--- config.mk ---
export PLATFORM = sky130hd
export DESIGN_NAME = cdg_evaluator
export DESIGN_NICKNAME = d
export VERILOG_FILES = /design/src/cdg_pkg.sv /design/src/cdg_evaluator.sv
export VERILOG_INCLUDE_DIRS = /design/src
export SDC_FILE = /design/constraint.sdc
export NUM_CORES = 1
export LEC_CHECK = 0
export BUFFER_PORTS_ARGS = -buffer_cell sky130_fd_sc_hd__buf_4
export CORE_UTILIZATION = 46
export CTS_CLUSTER_SIZE = 10
export DETAILED_ROUTE_END_ITERATION = 12
export PLACE_DENSITY_LB_ADDON = 0.2
export SLEW_MARGIN = 20
export SYNTH_ARGS = -nofsm -noshare
export SYNTH_HDL_FRONTEND = slang
export SYNTH_SLANG_ARGS = --single-unit
--- constraint.sdc ---
create_clock -name sys_clk -period 5.1 [get_ports sys_clk]
set_clock_uncertainty 0.1 [all_clocks]
set_input_delay 0.51 -clock sys_clk [delete_from_list [all_inputs] [get_ports sys_clk]]
set_output_delay 0.51 -clock sys_clk [all_outputs]
set_load 0.03 [all_outputs]
--- src/cdg_params.svh ---
// Purpose: Named constants of the coded door guard evaluator
// Assumes: 10 MHz system clock; all times in ms counted in 1 ms ticks, readback settle in clock cycles
// Notes:   Included by the package and the evaluator
`ifndef CDG_PARAMS_SVH
`define CDG_PARAMS_SVH

// Clock and tick base
`define CDG_CLK_NS        100          // System clock period in ns
`define CDG_TICK_NS       1000000      // Tick period in ns (1 ms)

// Widths
`define CDG_CODE_W        16           // Actuator code width
`define CDG_SEL_W         4            // Selector switch count
`define CDG_DATA_W        16           // Register data width
`define CDG_ADDR_W        8            // Register address width

// Times in ms (one tick each)
`define CDG_SELFTEST_MS   14'h2710     // Self-test, 10000 ms
`define CDG_MIN_DWELL_MS  14'h01f4     // Least actuator dwell, 500 ms
`define CDG_ST_HALF_MS    14'h0021     // Self-test blink half period, 33 ms (15 Hz)
`define CDG_TEACH_HALF_MS 14'h01f4     // Teach blink half period, 500 ms (1 Hz)
`define CDG_BURST_HALF_MS 14'h00c8     // Burst flash half period, 200 ms
`define CDG_PAUSE_MS      14'h03e8     // Pause between bursts, 1000 ms
`define CDG_TEACH_DWELL_MS 14'h03e8    // Actuator hold time to learn, 1000 ms

// Counts
`define CDG_MAX_TEACH     4'h8         // Teach-in operations allowed
`define CDG_CFG_FLASHES   4'h3         // Flashes per configuration fault burst
`define CDG_FB_FLASHES    4'h4         // Flashes per feedback fault burst
`define CDG_RB_SETTLE     3'h4         // Cycles before readback is compared

// Register offsets
`define CDG_REG_CTRL      8'h00        // Control, bit 0 requests teach-in
`define CDG_REG_STATUS    8'h04        // Live state
`define CDG_REG_IRQ_STAT  8'h08        // Sticky event bits, read only
`define CDG_REG_IRQ_CLR   8'h0c        // Write one to clear, write only
`define CDG_REG_IRQ_EN    8'h10        // Event enables
`define CDG_REG_CODE      8'h14        // Learned code, read only

// Field positions
`define CDG_CTRL_TEACH    0            // Teach-in request bit
`define CDG_SEL_MANUAL    0            // Selector bit for manual start
`define CDG_EV_FAULT      0            // Internal fault entered
`define CDG_EV_CFG        1            // Configuration fault entered
`define CDG_EV_FB         2            // Feedback loop fault entered
`define CDG_EV_TEACH      3            // Teach-in stored
`define CDG_EV_DOOR       4            // Door output changed
`define CDG_EV_N          5            // Number of events

`endif

--- src/cdg_pkg.sv ---
// Purpose: Types of the coded door guard evaluator
// Assumes: cdg_params.svh supplies widths
// Notes:   States are Gray along self-test, run, teach
`include "cdg_params.svh"

package cdg_pkg;

	// Operating states
	typedef enum logic [2:0] {
		ST_SELFTEST = 3'h0,  // Power-up self-test
		ST_RUN      = 3'h1,  // Normal operation
		ST_TEACH    = 3'h3,  // Learning an actuator
		ST_FAULT    = 3'h2,  // Internal fault, safe state
		ST_CFGF     = 3'h6,  // Configuration fault
		ST_FBF      = 3'h7   // Feedback loop fault
	} cdg_state_e;

	// Indicator set
	typedef struct packed {
		logic status;  // First indicator
		logic door;    // Door-closed indicator
		logic yellow;  // Combined indicator, actuator seen
		logic red;     // Combined indicator, fault
	} cdg_leds_s;

	// What teach-in learned
	typedef struct packed {
		logic [`CDG_CODE_W-1:0] code;      // Actuator code
		logic [`CDG_SEL_W-1:0]  sel;       // Selector setting
		logic                   fbTaught;  // Feedback loop present
		logic                   autoStart; // Automatic start mode
	} cdg_teach_s;

endpackage

--- src/cdg_evaluator.sv ---
// Purpose: Evaluation logic of a coded non-contact door safety switch
// Assumes: Pins are asynchronous and pass two flip-flops first
// Notes:   Learned data lives in flip-flops and is lost on reset
`timescale 1ns/1ns
`include "cdg_params.svh"

module cdg_evaluator #(
	parameter int TICK_CYC = `CDG_TICK_NS / `CDG_CLK_NS  // Cycles per 1 ms tick
) (
	input  wire logic                   sys_clk,      // System clock, 10 MHz
	input  wire logic                   rst_n,        // Asynchronous reset, active low
	input  wire logic [`CDG_ADDR_W-1:0] regAddr,      // Register byte address
	input  wire logic [`CDG_DATA_W-1:0] regWdata,     // Register write data
	input  wire logic                   regWr,        // Write strobe
	input  wire logic                   regRd,        // Read strobe
	output logic      [`CDG_DATA_W-1:0] regRdata,     // Read data, cycle after strobe
	output logic                        irq,          // Level interrupt
	input  wire logic                   actPresent,   // Actuator in operating distance
	input  wire logic [`CDG_CODE_W-1:0] actCode,      // Bit pattern read from actuator
	input  wire logic                   funcTest,     // function_test_input
	input  wire logic                   startBtn,     // Start button input
	input  wire logic [1:0]             fbLoop,       // feedback_loop_inputs
	input  wire logic                   teachJumper,  // teach_jumper_contacts closed
	input  wire logic [`CDG_SEL_W-1:0]  cfgSel,       // config_selector_switches
	input  wire logic [`CDG_SEL_W-1:0]  setupSense,   // Connected setup sensed
	input  wire logic                   readbackA,    // Monitor of safety_output_a
	input  wire logic                   readbackB,    // Monitor of safety_output_b
	input  wire logic                   compFail,     // Internal component failure
	output logic                        safetyOutA,   // safety_output_a
	output logic                        safetyOutB,   // safety_output_b
	output logic                        doorOut,      // Door monitoring output
	output cdg_pkg::cdg_leds_s          leds          // Indicators
);

	localparam int IN_W = `CDG_CODE_W + 2 * `CDG_SEL_W + 9;  // Synchronised pin count

	// Synchroniser stages and their decoded outputs
	logic [IN_W-1:0]              syncA;    // First stage
	logic [IN_W-1:0]              syncB;    // Second stage
	logic                         actS;     // Actuator present
	logic [`CDG_CODE_W-1:0]       codeS;    // Actuator code
	logic                         testS;    // Function test
	logic                         startS;   // Start button
	logic [1:0]                   fbS;      // Feedback loop
	logic                         jumpS;    // Teach jumper
	logic [`CDG_SEL_W-1:0]        selS;     // Selector switches
	logic [`CDG_SEL_W-1:0]        senseS;   // Sensed setup
	logic                         rbAS;     // Readback A
	logic                         rbBS;     // Readback B
	logic                         failS;    // Component failure

	// Timebase and state
	logic [23:0]                  preCnt;    // Prescaler
	logic                         tick;      // 1 ms pulse
	cdg_pkg::cdg_state_e          state;     // Operating state
	cdg_pkg::cdg_state_e          prevState; // State one cycle ago
	logic [13:0]                  stTicks;   // Ticks in current state
	logic [1:0]                   bootCnt;   // Cycles until straps settled
	logic                         booted;    // Strap capture done
	logic                         jumperBoot;// Jumper fitted at power-up
	logic                         jumpPrev;  // Jumper one cycle ago
	logic                         jumpRise;  // Jumper fitted while powered
	logic [13:0]                  dwell;     // Ticks actuator present
	logic                         actPrev;   // Actuator one cycle ago
	logic                         shortVisit;// Actuator left too soon
	cdg_pkg::cdg_teach_s          rec;       // Learned record
	logic [3:0]                   teachCnt;  // Teach-ins done
	logic [`CDG_SEL_W-1:0]        teachSel;  // Selector at teach entry
	logic [1:0]                   teachFb;   // Feedback loop at teach entry
	logic                         armed;     // Start pressed, manual mode
	logic [2:0]                   rbCnt;     // Cycles since output command settled
	logic                         rbBad;     // Readback disagrees
	logic                         match;     // Valid actuator
	logic                         cfgBad;    // Configuration check failed
	logic                         fbBad;     // Feedback loop check failed
	logic                         intFault;  // Any internal fault
	logic                         outOn;     // Safety outputs command
	logic                         teachReq;  // Software teach request

	// Indicator pattern
	logic [2:0]                   disp;      // Displayed pattern code
	logic [2:0]                   dispPrev;  // Pattern one cycle ago
	logic [13:0]                  segCnt;    // Ticks in current segment
	logic [3:0]                   pulseIdx;  // Burst segment index
	logic                         flashOn;   // Flash phase
	logic [13:0]                  segLen;    // Current segment length
	logic [3:0]                   burstN;    // Flashes per burst
	logic                         isBurst;   // Burst pattern active

	// Events and registers
	logic [`CDG_EV_N-1:0]         ev;        // Event pulses
	logic [`CDG_EV_N-1:0]         irqStat;   // Sticky events
	logic [`CDG_EV_N-1:0]         irqEn;     // Event enables
	logic                         doorPrev;  // Door output one cycle ago

	// True in states that light the fault indicator
	function automatic logic faultState(input cdg_pkg::cdg_state_e s);
		faultState = (s == cdg_pkg::ST_FAULT) || (s == cdg_pkg::ST_CFGF) ||
			(s == cdg_pkg::ST_FBF);
	endfunction

	// Two flip-flops on every pin
	always_ff @(posedge sys_clk or negedge rst_n) begin
		if (!rst_n) begin
			syncA <= '0;
			syncB <= '0;
		end else begin
			syncA <= {actPresent, actCode, funcTest, startBtn, fbLoop, teachJumper,
				cfgSel, setupSense, readbackA, readbackB, compFail};
			syncB <= syncA;
		end
	end
	assign {actS, codeS, testS, startS, fbS, jumpS, selS, senseS, rbAS, rbBS, failS} = syncB;

	// Prescaler for all ms timing
	assign tick = (preCnt == 24'(TICK_CYC - 1));
	always_ff @(posedge sys_clk or negedge rst_n) begin
		if (!rst_n) begin
			preCnt <= '0;
		end else begin
			preCnt <= tick ? '0 : preCnt + 24'h1;
		end
	end

	// Time spent in the current state
	always_ff @(posedge sys_clk or negedge rst_n) begin
		if (!rst_n) begin
			prevState <= cdg_pkg::ST_SELFTEST;
			stTicks   <= '0;
		end else begin
			prevState <= state;
			if (state != prevState) begin
				stTicks <= '0;
			end else if (tick && stTicks != 14'h3fff) begin
				stTicks <= stTicks + 14'h1;
			end
		end
	end

	// Catch the jumper once pins have settled, then watch for late insertion
	assign jumpRise = booted && jumpS && !jumpPrev;
	always_ff @(posedge sys_clk or negedge rst_n) begin
		if (!rst_n) begin
			bootCnt    <= '0;
			booted     <= 1'b0;
			jumperBoot <= 1'b0;
			jumpPrev   <= 1'b0;
		end else begin
			jumpPrev <= jumpS;
			if (!booted) begin
				bootCnt <= bootCnt + 2'h1;
				if (bootCnt == 2'h3) begin
					booted     <= 1'b1;
					jumperBoot <= jumpS;
				end
			end
		end
	end

	// Actuator dwell; a visit shorter than the least dwell is a fault
	always_ff @(posedge sys_clk or negedge rst_n) begin
		if (!rst_n) begin
			dwell      <= '0;
			actPrev    <= 1'b0;
			shortVisit <= 1'b0;
		end else begin
			actPrev    <= actS;
			shortVisit <= actPrev && !actS && (dwell < `CDG_MIN_DWELL_MS);
			if (!actS) begin
				dwell <= '0;
			end else if (tick && dwell != 14'h3fff) begin
				dwell <= dwell + 14'h1;
			end
		end
	end

	// Checks feeding the state machine
	assign match  = actS && (teachCnt != 4'h0) && (codeS == rec.code);
	assign cfgBad = (selS == '0) ||
		(selS != rec.sel) ||
		((|fbS) && !rec.fbTaught) ||
		(rec.autoStart && startS);
	assign fbBad    = rec.fbTaught && (fbS[0] ^ fbS[1]);
	assign intFault = failS || rbBad || shortVisit;
	assign teachReq = regWr && (regAddr == `CDG_REG_CTRL) && regWdata[`CDG_CTRL_TEACH];

	// Operating state machine and teach-in store
	always_ff @(posedge sys_clk or negedge rst_n) begin
		if (!rst_n) begin
			state    <= cdg_pkg::ST_SELFTEST;
			rec      <= '0;
			teachCnt <= '0;
			teachSel <= '0;
			teachFb  <= '0;
		end else begin
			case (state)
				cdg_pkg::ST_SELFTEST: begin
					if (intFault) begin
						state <= cdg_pkg::ST_FAULT;
					end else if (stTicks == `CDG_SELFTEST_MS) begin
						state    <= jumperBoot ? cdg_pkg::ST_TEACH : cdg_pkg::ST_RUN;
						teachSel <= selS;
						teachFb  <= fbS;
					end
				end
				cdg_pkg::ST_RUN: begin
					if (intFault) begin
						state <= cdg_pkg::ST_FAULT;
					end else if (jumpRise || (teachCnt != 4'h0 && cfgBad)) begin
						state <= cdg_pkg::ST_CFGF;
					end else if (fbBad) begin
						state <= cdg_pkg::ST_FBF;
					end else if (teachReq) begin
						state    <= cdg_pkg::ST_TEACH;
						teachSel <= selS;
						teachFb  <= fbS;
					end
				end
				cdg_pkg::ST_TEACH: begin
					if (intFault) begin
						state <= cdg_pkg::ST_FAULT;
					end else if (teachCnt == `CDG_MAX_TEACH) begin
						state <= cdg_pkg::ST_RUN;
					end else if (jumpRise || selS != teachSel || fbS != teachFb ||
						selS == '0 || selS != senseS) begin
						state <= cdg_pkg::ST_CFGF;
					end else if (actS && dwell >= `CDG_TEACH_DWELL_MS) begin
						rec.code      <= codeS;
						rec.sel       <= selS;
						rec.fbTaught  <= |fbS;
						rec.autoStart <= !selS[`CDG_SEL_MANUAL];
						teachCnt      <= teachCnt + 4'h1;
						state         <= cdg_pkg::ST_RUN;
					end
				end
				cdg_pkg::ST_CFGF: begin
					if (intFault) begin
						state <= cdg_pkg::ST_FAULT;
					end else if (teachReq) begin
						state    <= cdg_pkg::ST_TEACH;
						teachSel <= selS;
						teachFb  <= fbS;
					end
				end
				cdg_pkg::ST_FBF: begin
					if (intFault) begin
						state <= cdg_pkg::ST_FAULT;
					end else if (!fbBad) begin
						state <= cdg_pkg::ST_RUN;
					end
				end
				default: begin
					state <= cdg_pkg::ST_FAULT;  // Held until reset
				end
			endcase
		end
	end

	// Manual start arming, cleared when the actuator is lost
	always_ff @(posedge sys_clk or negedge rst_n) begin
		if (!rst_n) begin
			armed <= 1'b0;
		end else if (!match || state != cdg_pkg::ST_RUN) begin
			armed <= 1'b0;
		end else if (startS) begin
			armed <= 1'b1;
		end
	end

	// Output command: match, start, released contactors, no test
	assign outOn = (state == cdg_pkg::ST_RUN) && match && !testS && !intFault &&
		(rec.autoStart || armed) &&
		(!rec.fbTaught || fbS == 2'h3 || safetyOutA);

	// Safety and door outputs
	always_ff @(posedge sys_clk or negedge rst_n) begin
		if (!rst_n) begin
			safetyOutA <= 1'b0;
			safetyOutB <= 1'b0;
			doorOut    <= 1'b0;
		end else begin
			safetyOutA <= outOn;
			safetyOutB <= outOn;
			doorOut    <= (state == cdg_pkg::ST_RUN) && match;
		end
	end

	// Two readback channels compared once the command is steady
	assign rbBad = (rbCnt == `CDG_RB_SETTLE) && ((rbAS != safetyOutA) || (rbBS != safetyOutB));
	always_ff @(posedge sys_clk or negedge rst_n) begin
		if (!rst_n) begin
			rbCnt <= '0;
		end else if (outOn != safetyOutA) begin
			rbCnt <= '0;
		end else if (rbCnt != `CDG_RB_SETTLE) begin
			rbCnt <= rbCnt + 3'h1;
		end
	end

	// Displayed pattern: 0 off,1 self-test,2 teach,3 on,4 cfg,5 fb,6 test
	always_comb begin
		disp = 3'h3;
		case (state)
			cdg_pkg::ST_SELFTEST: disp = 3'h1;
			cdg_pkg::ST_TEACH:    disp = 3'h2;
			cdg_pkg::ST_CFGF:     disp = 3'h4;
			cdg_pkg::ST_FBF:      disp = 3'h5;
			cdg_pkg::ST_FAULT:    disp = 3'h0;
			cdg_pkg::ST_RUN:      disp = testS ? 3'h6 : 3'h3;
			default:              disp = 3'h0;
		endcase
	end

	// Segment length and burst size of the pattern
	assign isBurst = (disp == 3'h4) || (disp == 3'h5);
	assign burstN  = (disp == 3'h4) ? `CDG_CFG_FLASHES : `CDG_FB_FLASHES;
	always_comb begin
		segLen = `CDG_BURST_HALF_MS;
		if (disp == 3'h1) begin
			segLen = `CDG_ST_HALF_MS;
		end else if (disp == 3'h2) begin
			segLen = `CDG_TEACH_HALF_MS;
		end else if (isBurst && pulseIdx == {burstN[2:0], 1'b0}) begin
			segLen = `CDG_PAUSE_MS;
		end
	end

	// Flash sequencer, restarted from the first flash on a pattern change
	always_ff @(posedge sys_clk or negedge rst_n) begin
		if (!rst_n) begin
			dispPrev <= '0;
			segCnt   <= '0;
			pulseIdx <= '0;
			flashOn  <= 1'b1;
		end else begin
			dispPrev <= disp;
			if (disp != dispPrev) begin
				segCnt   <= '0;
				pulseIdx <= '0;
				flashOn  <= 1'b1;
			end else if (tick) begin
				if (segCnt + 14'h1 >= segLen) begin
					segCnt <= '0;
					if (!isBurst) begin
						flashOn <= !flashOn;
					end else if (pulseIdx == {burstN[2:0], 1'b0}) begin
						pulseIdx <= '0;
						flashOn  <= 1'b1;
					end else begin
						pulseIdx <= pulseIdx + 4'h1;
						flashOn  <= pulseIdx[0] && (pulseIdx + 4'h1 < {burstN[2:0], 1'b0});
					end
				end else begin
					segCnt <= segCnt + 14'h1;
				end
			end
		end
	end

	// Indicators
	always_ff @(posedge sys_clk or negedge rst_n) begin
		if (!rst_n) begin
			leds <= '0;
		end else begin
			leds.status <= (disp == 3'h3 || disp == 3'h6) ? 1'b1 :
				(disp == 3'h0) ? 1'b0 : flashOn;
			leds.door   <= (disp == 3'h3) && outOn;
			leds.red    <= faultState(state) || (disp == 3'h6);
			leds.yellow <= match && (disp == 3'h3);
		end
	end

	// Events for the interrupt status
	always_comb begin
		ev = '0;
		ev[`CDG_EV_FAULT] = (state == cdg_pkg::ST_FAULT) && (prevState != cdg_pkg::ST_FAULT);
		ev[`CDG_EV_CFG]   = (state == cdg_pkg::ST_CFGF) && (prevState != cdg_pkg::ST_CFGF);
		ev[`CDG_EV_FB]    = (state == cdg_pkg::ST_FBF) && (prevState != cdg_pkg::ST_FBF);
		ev[`CDG_EV_TEACH] = (prevState == cdg_pkg::ST_TEACH) && (state == cdg_pkg::ST_RUN);
		ev[`CDG_EV_DOOR]  = doorOut != doorPrev;
	end

	// Sticky status, set wins over clear; enables; interrupt line
	always_ff @(posedge sys_clk or negedge rst_n) begin
		if (!rst_n) begin
			irqStat  <= '0;
			irqEn    <= '0;
			doorPrev <= 1'b0;
			irq      <= 1'b0;
		end else begin
			doorPrev <= doorOut;
			if (regWr && regAddr == `CDG_REG_IRQ_CLR) begin
				irqStat <= (irqStat & ~regWdata[`CDG_EV_N-1:0]) | ev;
			end else begin
				irqStat <= irqStat | ev;
			end
			if (regWr && regAddr == `CDG_REG_IRQ_EN) begin
				irqEn <= regWdata[`CDG_EV_N-1:0];
			end
			irq <= |(irqStat & irqEn);
		end
	end

	// Read data, one cycle after the strobe; unmapped reads zero
	always_ff @(posedge sys_clk or negedge rst_n) begin
		if (!rst_n) begin
			regRdata <= '0;
		end else if (regRd) begin
			case (regAddr)
				`CDG_REG_STATUS:   regRdata <= {5'h00, teachCnt, state, safetyOutB,
					safetyOutA, doorOut, match};
				`CDG_REG_IRQ_STAT: regRdata <= {{(`CDG_DATA_W - `CDG_EV_N){1'b0}}, irqStat};
				`CDG_REG_IRQ_EN:   regRdata <= {{(`CDG_DATA_W - `CDG_EV_N){1'b0}}, irqEn};
				`CDG_REG_CODE:     regRdata <= rec.code;
				default:           regRdata <= '0;
			endcase
		end else begin
			regRdata <= '0;
		end
	end

endmodule

======== Word level (Yosys, flattened, before mapping) ========
Index checks and enable logic that the tools add are counted.
storage, ports and cells
  latch bits .............................. 0
  memory bits (read-only) ................. 0
  input bits .............................. 61
  bits in registers ....................... 223
  bits in writable memories ............... 0
  memories ................................ 0
cells by class
  reduce and logical (&&, ||, !) cells .... 79
  divide/modulo/power cells ............... 0
  equal/unequal tests ..................... 52
  add/sub/neg operators ................... 8
  magnitude comparators ................... 4
  bitwise operators ....................... 10
  multiplexer cells ....................... 66
  multipliers ............................. 0
  shift-type cells ........................ 0
operator list
  operator                 count
  $mux W14                 7
  $pmux W16 S4             1
  $mux W3                  17
  $mux W4                  12
  $add A14 B1 Y14 const B  3
  $logic_and A1 B1 Y1      31
  $mux W10                 3
  $pmux W3 S5              2
  $ne A14 B14 Y1 const B   2
  $add A24 B1 Y24 const B  1
  $eq A24 B14 Y1 const B   1
  $mux W24                 1
  $logic_or A1 B1 Y1       20
  $eq A3 B3 Y1 const B     6
  $eq A16 B16 Y1           1
  $eq A8 B4 Y1 const B     2
  $eq A8 B5 Y1 const B     2
  $mux W16                 1
  $mux W2                  8
  $eq A3 B2 Y1 const B     5
  $ne A3 B3 Y1 const B     5
  $eq A14 B14 Y1 const B   1
  $ge A14 B10 Y1 const B   1
  $ge A14 B14 Y1           1
  other kinds (41)         85

======== Logic depth before layout (Yosys ltp) ========
  depth in word-level cells ............... 13
  depth in mapped cells ................... 15
  mapped depth without buffers ............ 12

======== Worst setup path before layout ========
OpenSTA, ideal clock, no wires.
  kind .................................... register -> register
  start ................................... reg state[0]
  end ..................................... reg segCnt[8]
  cell stages (with the launch flop) ...... 16
  data required time ...................... 4.916 ns
  library setup time ...................... 0.084 ns
  arrival time ............................ 3.348 ns
  path slack .............................. 1.568 ns
  path through ............................ dfrtp_1 > clkbuf_1 > nand3b_1 > or3_1 > a21oi_1 > and2_1 > a21oi_1 > ha_1 > a21oi_1 > o21ai_0 > nor4_1 > nor4b_1 > buf_2 > buf_2 > nand3_1 > a21boi_0
between the ends
  word-level cells in the longest chain between the ends .. 13
  elaborated cells on any way between the ends .. 23
  those cells by class .................... order compare (1); eq/ne (10); mux (8); reduce/logical (4)
ends and longest elaborated chain
  item                                        line                                        source
  start: declaration                          cdg_evaluator.sv:55                         cdg_pkg::cdg_state_e state;
  start signal: assignment                    cdg_evaluator.sv:190                        state <= cdg_pkg::ST_SELFTEST;
  start signal: assignment                    cdg_evaluator.sv:199                        state <= cdg_pkg::ST_FAULT;
  start signal: assignment                    cdg_evaluator.sv:201                        state <= jumperBoot ? cdg_pkg::ST_TEACH : cdg_pkg::ST_RUN;
  $eq A3 B1 Y1, or another cell as far along  cdg_evaluator.sv:303                        case (state)
  $pmux W3 S5 (*)                             cdg_evaluator.sv:303
  $eq A3 B3 Y1                                cdg_evaluator.sv:315, cdg_evaluator.sv:316
  $mux W3 (no line)                           n/a
  $eq A4 B4 Y1                                cdg_evaluator.sv:323                        end else if (isBurst && pulseIdx == {burstN[2:0], 1'b0}) begin
  $logic_and A1 B1 Y1                         cdg_evaluator.sv:323
  $mux W10                                    cdg_evaluator.sv:323
  $mux W10                                    cdg_evaluator.sv:321                        end else if (disp == 3'h2) begin
  $mux W10                                    cdg_evaluator.sv:319                        if (disp == 3'h1) begin
  $ge A14 B14 Y1                              cdg_evaluator.sv:342                        if (segCnt + 14'h1 >= segLen) begin
  $mux W14                                    cdg_evaluator.sv:342
  $mux W14                                    cdg_evaluator.sv:341                        end else if (tick) begin
  $mux W14                                    cdg_evaluator.sv:337                        if (disp != dispPrev) begin
  end signal: assignment                      cdg_evaluator.sv:354                        segCnt <= segCnt + 14'h1;
  end: declaration                            cdg_evaluator.sv:83                         logic [13:0] segCnt;
Mark *: on every way between the ends. The rest lies on a longest branch, timed or not. The select of a mux whose other input is x is not followed.
A chain may end at the register's enable or synchronous reset.

======== Worst setup path after layout ========
  start ................................... reg state[0]
  end ..................................... reg pulseIdx[1]
between the ends
  word-level cells in the longest chain between the ends .. 12
  elaborated cells on any way between the ends .. 28
  those cells by class .................... order compare (1); eq/ne (10); mux (10); reduce/logical (7)
ends and longest elaborated chain
  item                                        line                                        source
  $eq A3 B1 Y1, or another cell as far along  cdg_evaluator.sv:303
  $pmux W3 S5 (*)                             cdg_evaluator.sv:303
  $eq A3 B3 Y1                                cdg_evaluator.sv:315, cdg_evaluator.sv:316
  $mux W3 (no line)                           n/a
  $eq A4 B4 Y1                                cdg_evaluator.sv:323, cdg_evaluator.sv:346
  $logic_and A1 B1 Y1                         cdg_evaluator.sv:323
  $mux W10                                    cdg_evaluator.sv:323
  $mux W10                                    cdg_evaluator.sv:321
  $mux W10                                    cdg_evaluator.sv:319
  $ge A14 B14 Y1                              cdg_evaluator.sv:342
  $reduce_bool A2 Y1 (no line)                n/a
  $reduce_and A3 Y1 (no line)                 n/a
  end signal: assignment                      cdg_evaluator.sv:350                        pulseIdx <= pulseIdx + 4'h1;
  end: declaration                            cdg_evaluator.sv:84                         logic [3:0] pulseIdx;
Marked as above.

==> metrics.yaml <==
cts_sinks: 223
fin_util_pct: 56.1
min_to: "irqEn[2]"
grt_pass1_vias: 6752
via_count: 6735
hpwl_um: 12900
crit_top_cell: "a21oi_1"
synth-seq-cells: 223
fillers: 1803
viasPerCell: 5.31
async_reset_ff_share_pct: 100
hp-class: "primary input to register"
status: "completed"
fmax_mhz: 272
cts_buffer_depth: 3
initial_core_util_pct: 47.0
final_nets: 1075
r2r_cells: 13
rsz0062_at_grt: "false"
fin_hold_ws_ns: 0.139
slew_viol_final: 0
cts-buffers-inserted: 26
grt_max_degree: 140
dieWidth_um: 149
worst_pin_slew_ns: 0.947
min_from: "regWdata[2]"
crit_path_max_incr_delay_ns: 0.50
area_growth_pct: 19.5
synth.most_common_cell: "dfrtp_1"
fp.dieArea_sq_um: 22100
regToRegStartpoint: "state[0]"
grt_use_total_pct: 18.6
setup.worst_path.end_class: "register"
r2r_slack_ns: 1.43
place_area_sq_um: 10800
cts_tree: "yes"
synth-edff-count: 0
root_buffer: "clkbuf_16"
critical_path_class: "register to register"
boundaryPins: 85
slew_headroom_pct: 36.0
synthTopCellsByCount: "222 x dfrtp_1, 73 x nand2_1, 65 x nor2_1"
synth_top_area_share_pct: 56.1
power_leakage_nw: 5.48
synth_flop_cell: "dfrtp_1"
drive_gt1_share_pct: 16.4
cts_htree_levels: 1
clk_latency_ns: 0.52
ir_drop_uv: 256
yosysTopAreaCell: "dfrtp_1"
synth-seq-area-share_pct: 56.3
n_antenna_cell: 0
wl_per_cell_um: 15.3
port_buffers: 73
syn-cell-area_sq_um: 9910
drc: 0
hold_viol_final: 0
path_cells: "nand3b_1, or3_1, a21oi_1, and2_1, nor2_1, ha_1, nand4_1, o22a_1, a21oi_1, nor4b_2, buf_4, or4b_1, a21boi_0"
cp.required_ns: 5.44
whs_path_depth: 2
ant_nets: 0
clk_pin_slew_ns: 0.06
drt-initial-drc-count: 383
worst_r2r_endpoint: "pulseIdx[1]"
stdcell_area_sq_um: 11800
fin_setup_tns_ns: 0
avgSynthCellArea_sq_um: 11.3
setup_viol: 0
synth_nets: 960
synth_cell_types: 74
die_height_um: 149
cellPowerDensity_nw_per_um2: 300
globalRouteOverflowTotal: 0
ys_warn_count: 0
worstSetupStartpointType: "register"
netlist_instances: 874
critPathMaxFanout: 21
slowest_stage: "or4b_1"
fin_crit_ns: 3.67
rows: 53
antenna_found_initial: 0
synth_area_leaders: "dfrtp_1 56%, xnor2_1 4.3%, mux2_2 3.6%, ha_1 3.2%, xor2_1 3.1%"
cts_resized: 0
routed_wl_um: 19400
cap_violations: 0
fin_crit_sh_pct: 72.0
grt_pass1_wl_um: 33200
dr.pass1.iters: 5
gp_congestion: 0.758
coreArea_sq_um: 21100
crit_arrival_ns: 4.01
[how the worst max path moves through the flow]
stage                  start  slack, ns          end
floorplan           state[0]       1.57    segCnt[8]
global placement    state[0]       1.49  pulseIdx[1]
detailed placement  state[0]       1.42  pulseIdx[1]
CTS                 state[0]       1.41  pulseIdx[1]
global route        state[0]       1.06  pulseIdx[1]
finish              state[0]       1.43  pulseIdx[1]
[report_power, final]
part	internal [mW]	switching, mW	leakage, nW	total [mW]
Clock	0.961	0.641	0.351	1.60
Combinational	0.0609	0.0604	2.23	0.121
Sequential	1.80	0.0205	2.90	1.82
Total	2.83	0.722	5.48	3.55
[timing repair]
item,4_1_cts,5_1_grt
hold buffers,33,1
setup buffers,0,0
hold endpoints to repair,33,67
[cells in the final DEF, fill, tap and decap left out, types with 6 or more instances in the layout]
| cell | instances |
|---|---|
| o21ai_0 | 24 |
| and2_1 | 17 |
| nor2_1 | 65 |
| nor3_1 | 19 |
| mux2_2 | 32 |
| mux2_1 | 6 |
| nand2b_1 | 7 |
| ha_1 | 25 |
| and3_1 | 14 |
| nand3_1 | 35 |
| nor2b_1 | 8 |
| nand2_1 | 73 |
| xnor2_1 | 49 |
| dlygate4sd3_1 | 34 |
| or3_1 | 13 |
| a32oi_1 | 8 |
| inv_1 | 23 |
| buf_4 | 84 |
| xor2_1 | 35 |
| a21oi_1 | 21 |
| nor4_1 | 12 |
| clkbuf_16 | 27 |
| nand4_1 | 25 |
| o31ai_1 | 6 |
| dfrtp_1 | 222 |
[cell type report]
class / instances / area, sq um / area share, %
tap: 275 / 344 / 2.91
inverter: 23 / 86.3 / 0.729
clock buffer: 32 / 714 / 6.04
sequential: 223 / 5580 / 47.2
timing repair buffer: 120 / 1010 / 8.56
multi-input combinational: 595 / 4100 / 34.6
[flip-flops by register name, summed over array words and instances (netlist names), 2 cells and up]
signal,cells
teachFb,2
pulseIdx,4
irqEn,5
stTicks,14
state,3
teachSel,4
preCnt,24
segCnt,14
teachCnt,4
irqStat,5
dispPrev,3
regRdata,16
leds,4
syncA,33
rbCnt,3
bootCnt,2
dwell,14
rec,22
prevState,3
syncB,33
[cells by family (layout without fill, tap and decap cells)]
logic type / Yosys count / after routing / synth area share, %
XOR/XNOR: 84 / 84 / 7.43
multiplexers: 41 / 41 / 4.62
AND/OR/NAND/NOR: 333 / 333 / 18.1
buffers and inverters: 56 / 175 / 2.37
flip-flops: 223 / 223 / 56.3
AO/OA/AOI/OAI: 112 / 112 / 8.00
adder cells (fa/ha/maj): 25 / 25 / 3.16
[metrics by stage]
stage	instances	power, mW	setup WS (ns)
finish	1268	3.55	1.43
global route	1268	3.68	1.06
CTS	1266	3.59	1.41
detailed placement	1201	1.96	1.42
global placement	1201	1.95	1.49
floorplan	874	1.87	1.57
[layer usage]
layer / up-vias / wire [um] / global-route usage, %
li1: 3317 / - / -
met2: 110 / 8710 / 28.7
met4: 0 / 378 / 4.74
met3: 28 / 807 / 3.09
met1: 3280 / 9530 / 27.3
met5: - / 0 / 0
[critical path, delay by kind of cell (launching register included)]
kind            cells  cell delay [ns]
flops               1             0.37
buf+inv             1             0.20
simple gates        7             1.60
fa+ha+maj           1             0.31
compound gates      4             1.01
No activity file was read; power rests on OpenSTA's default activity.
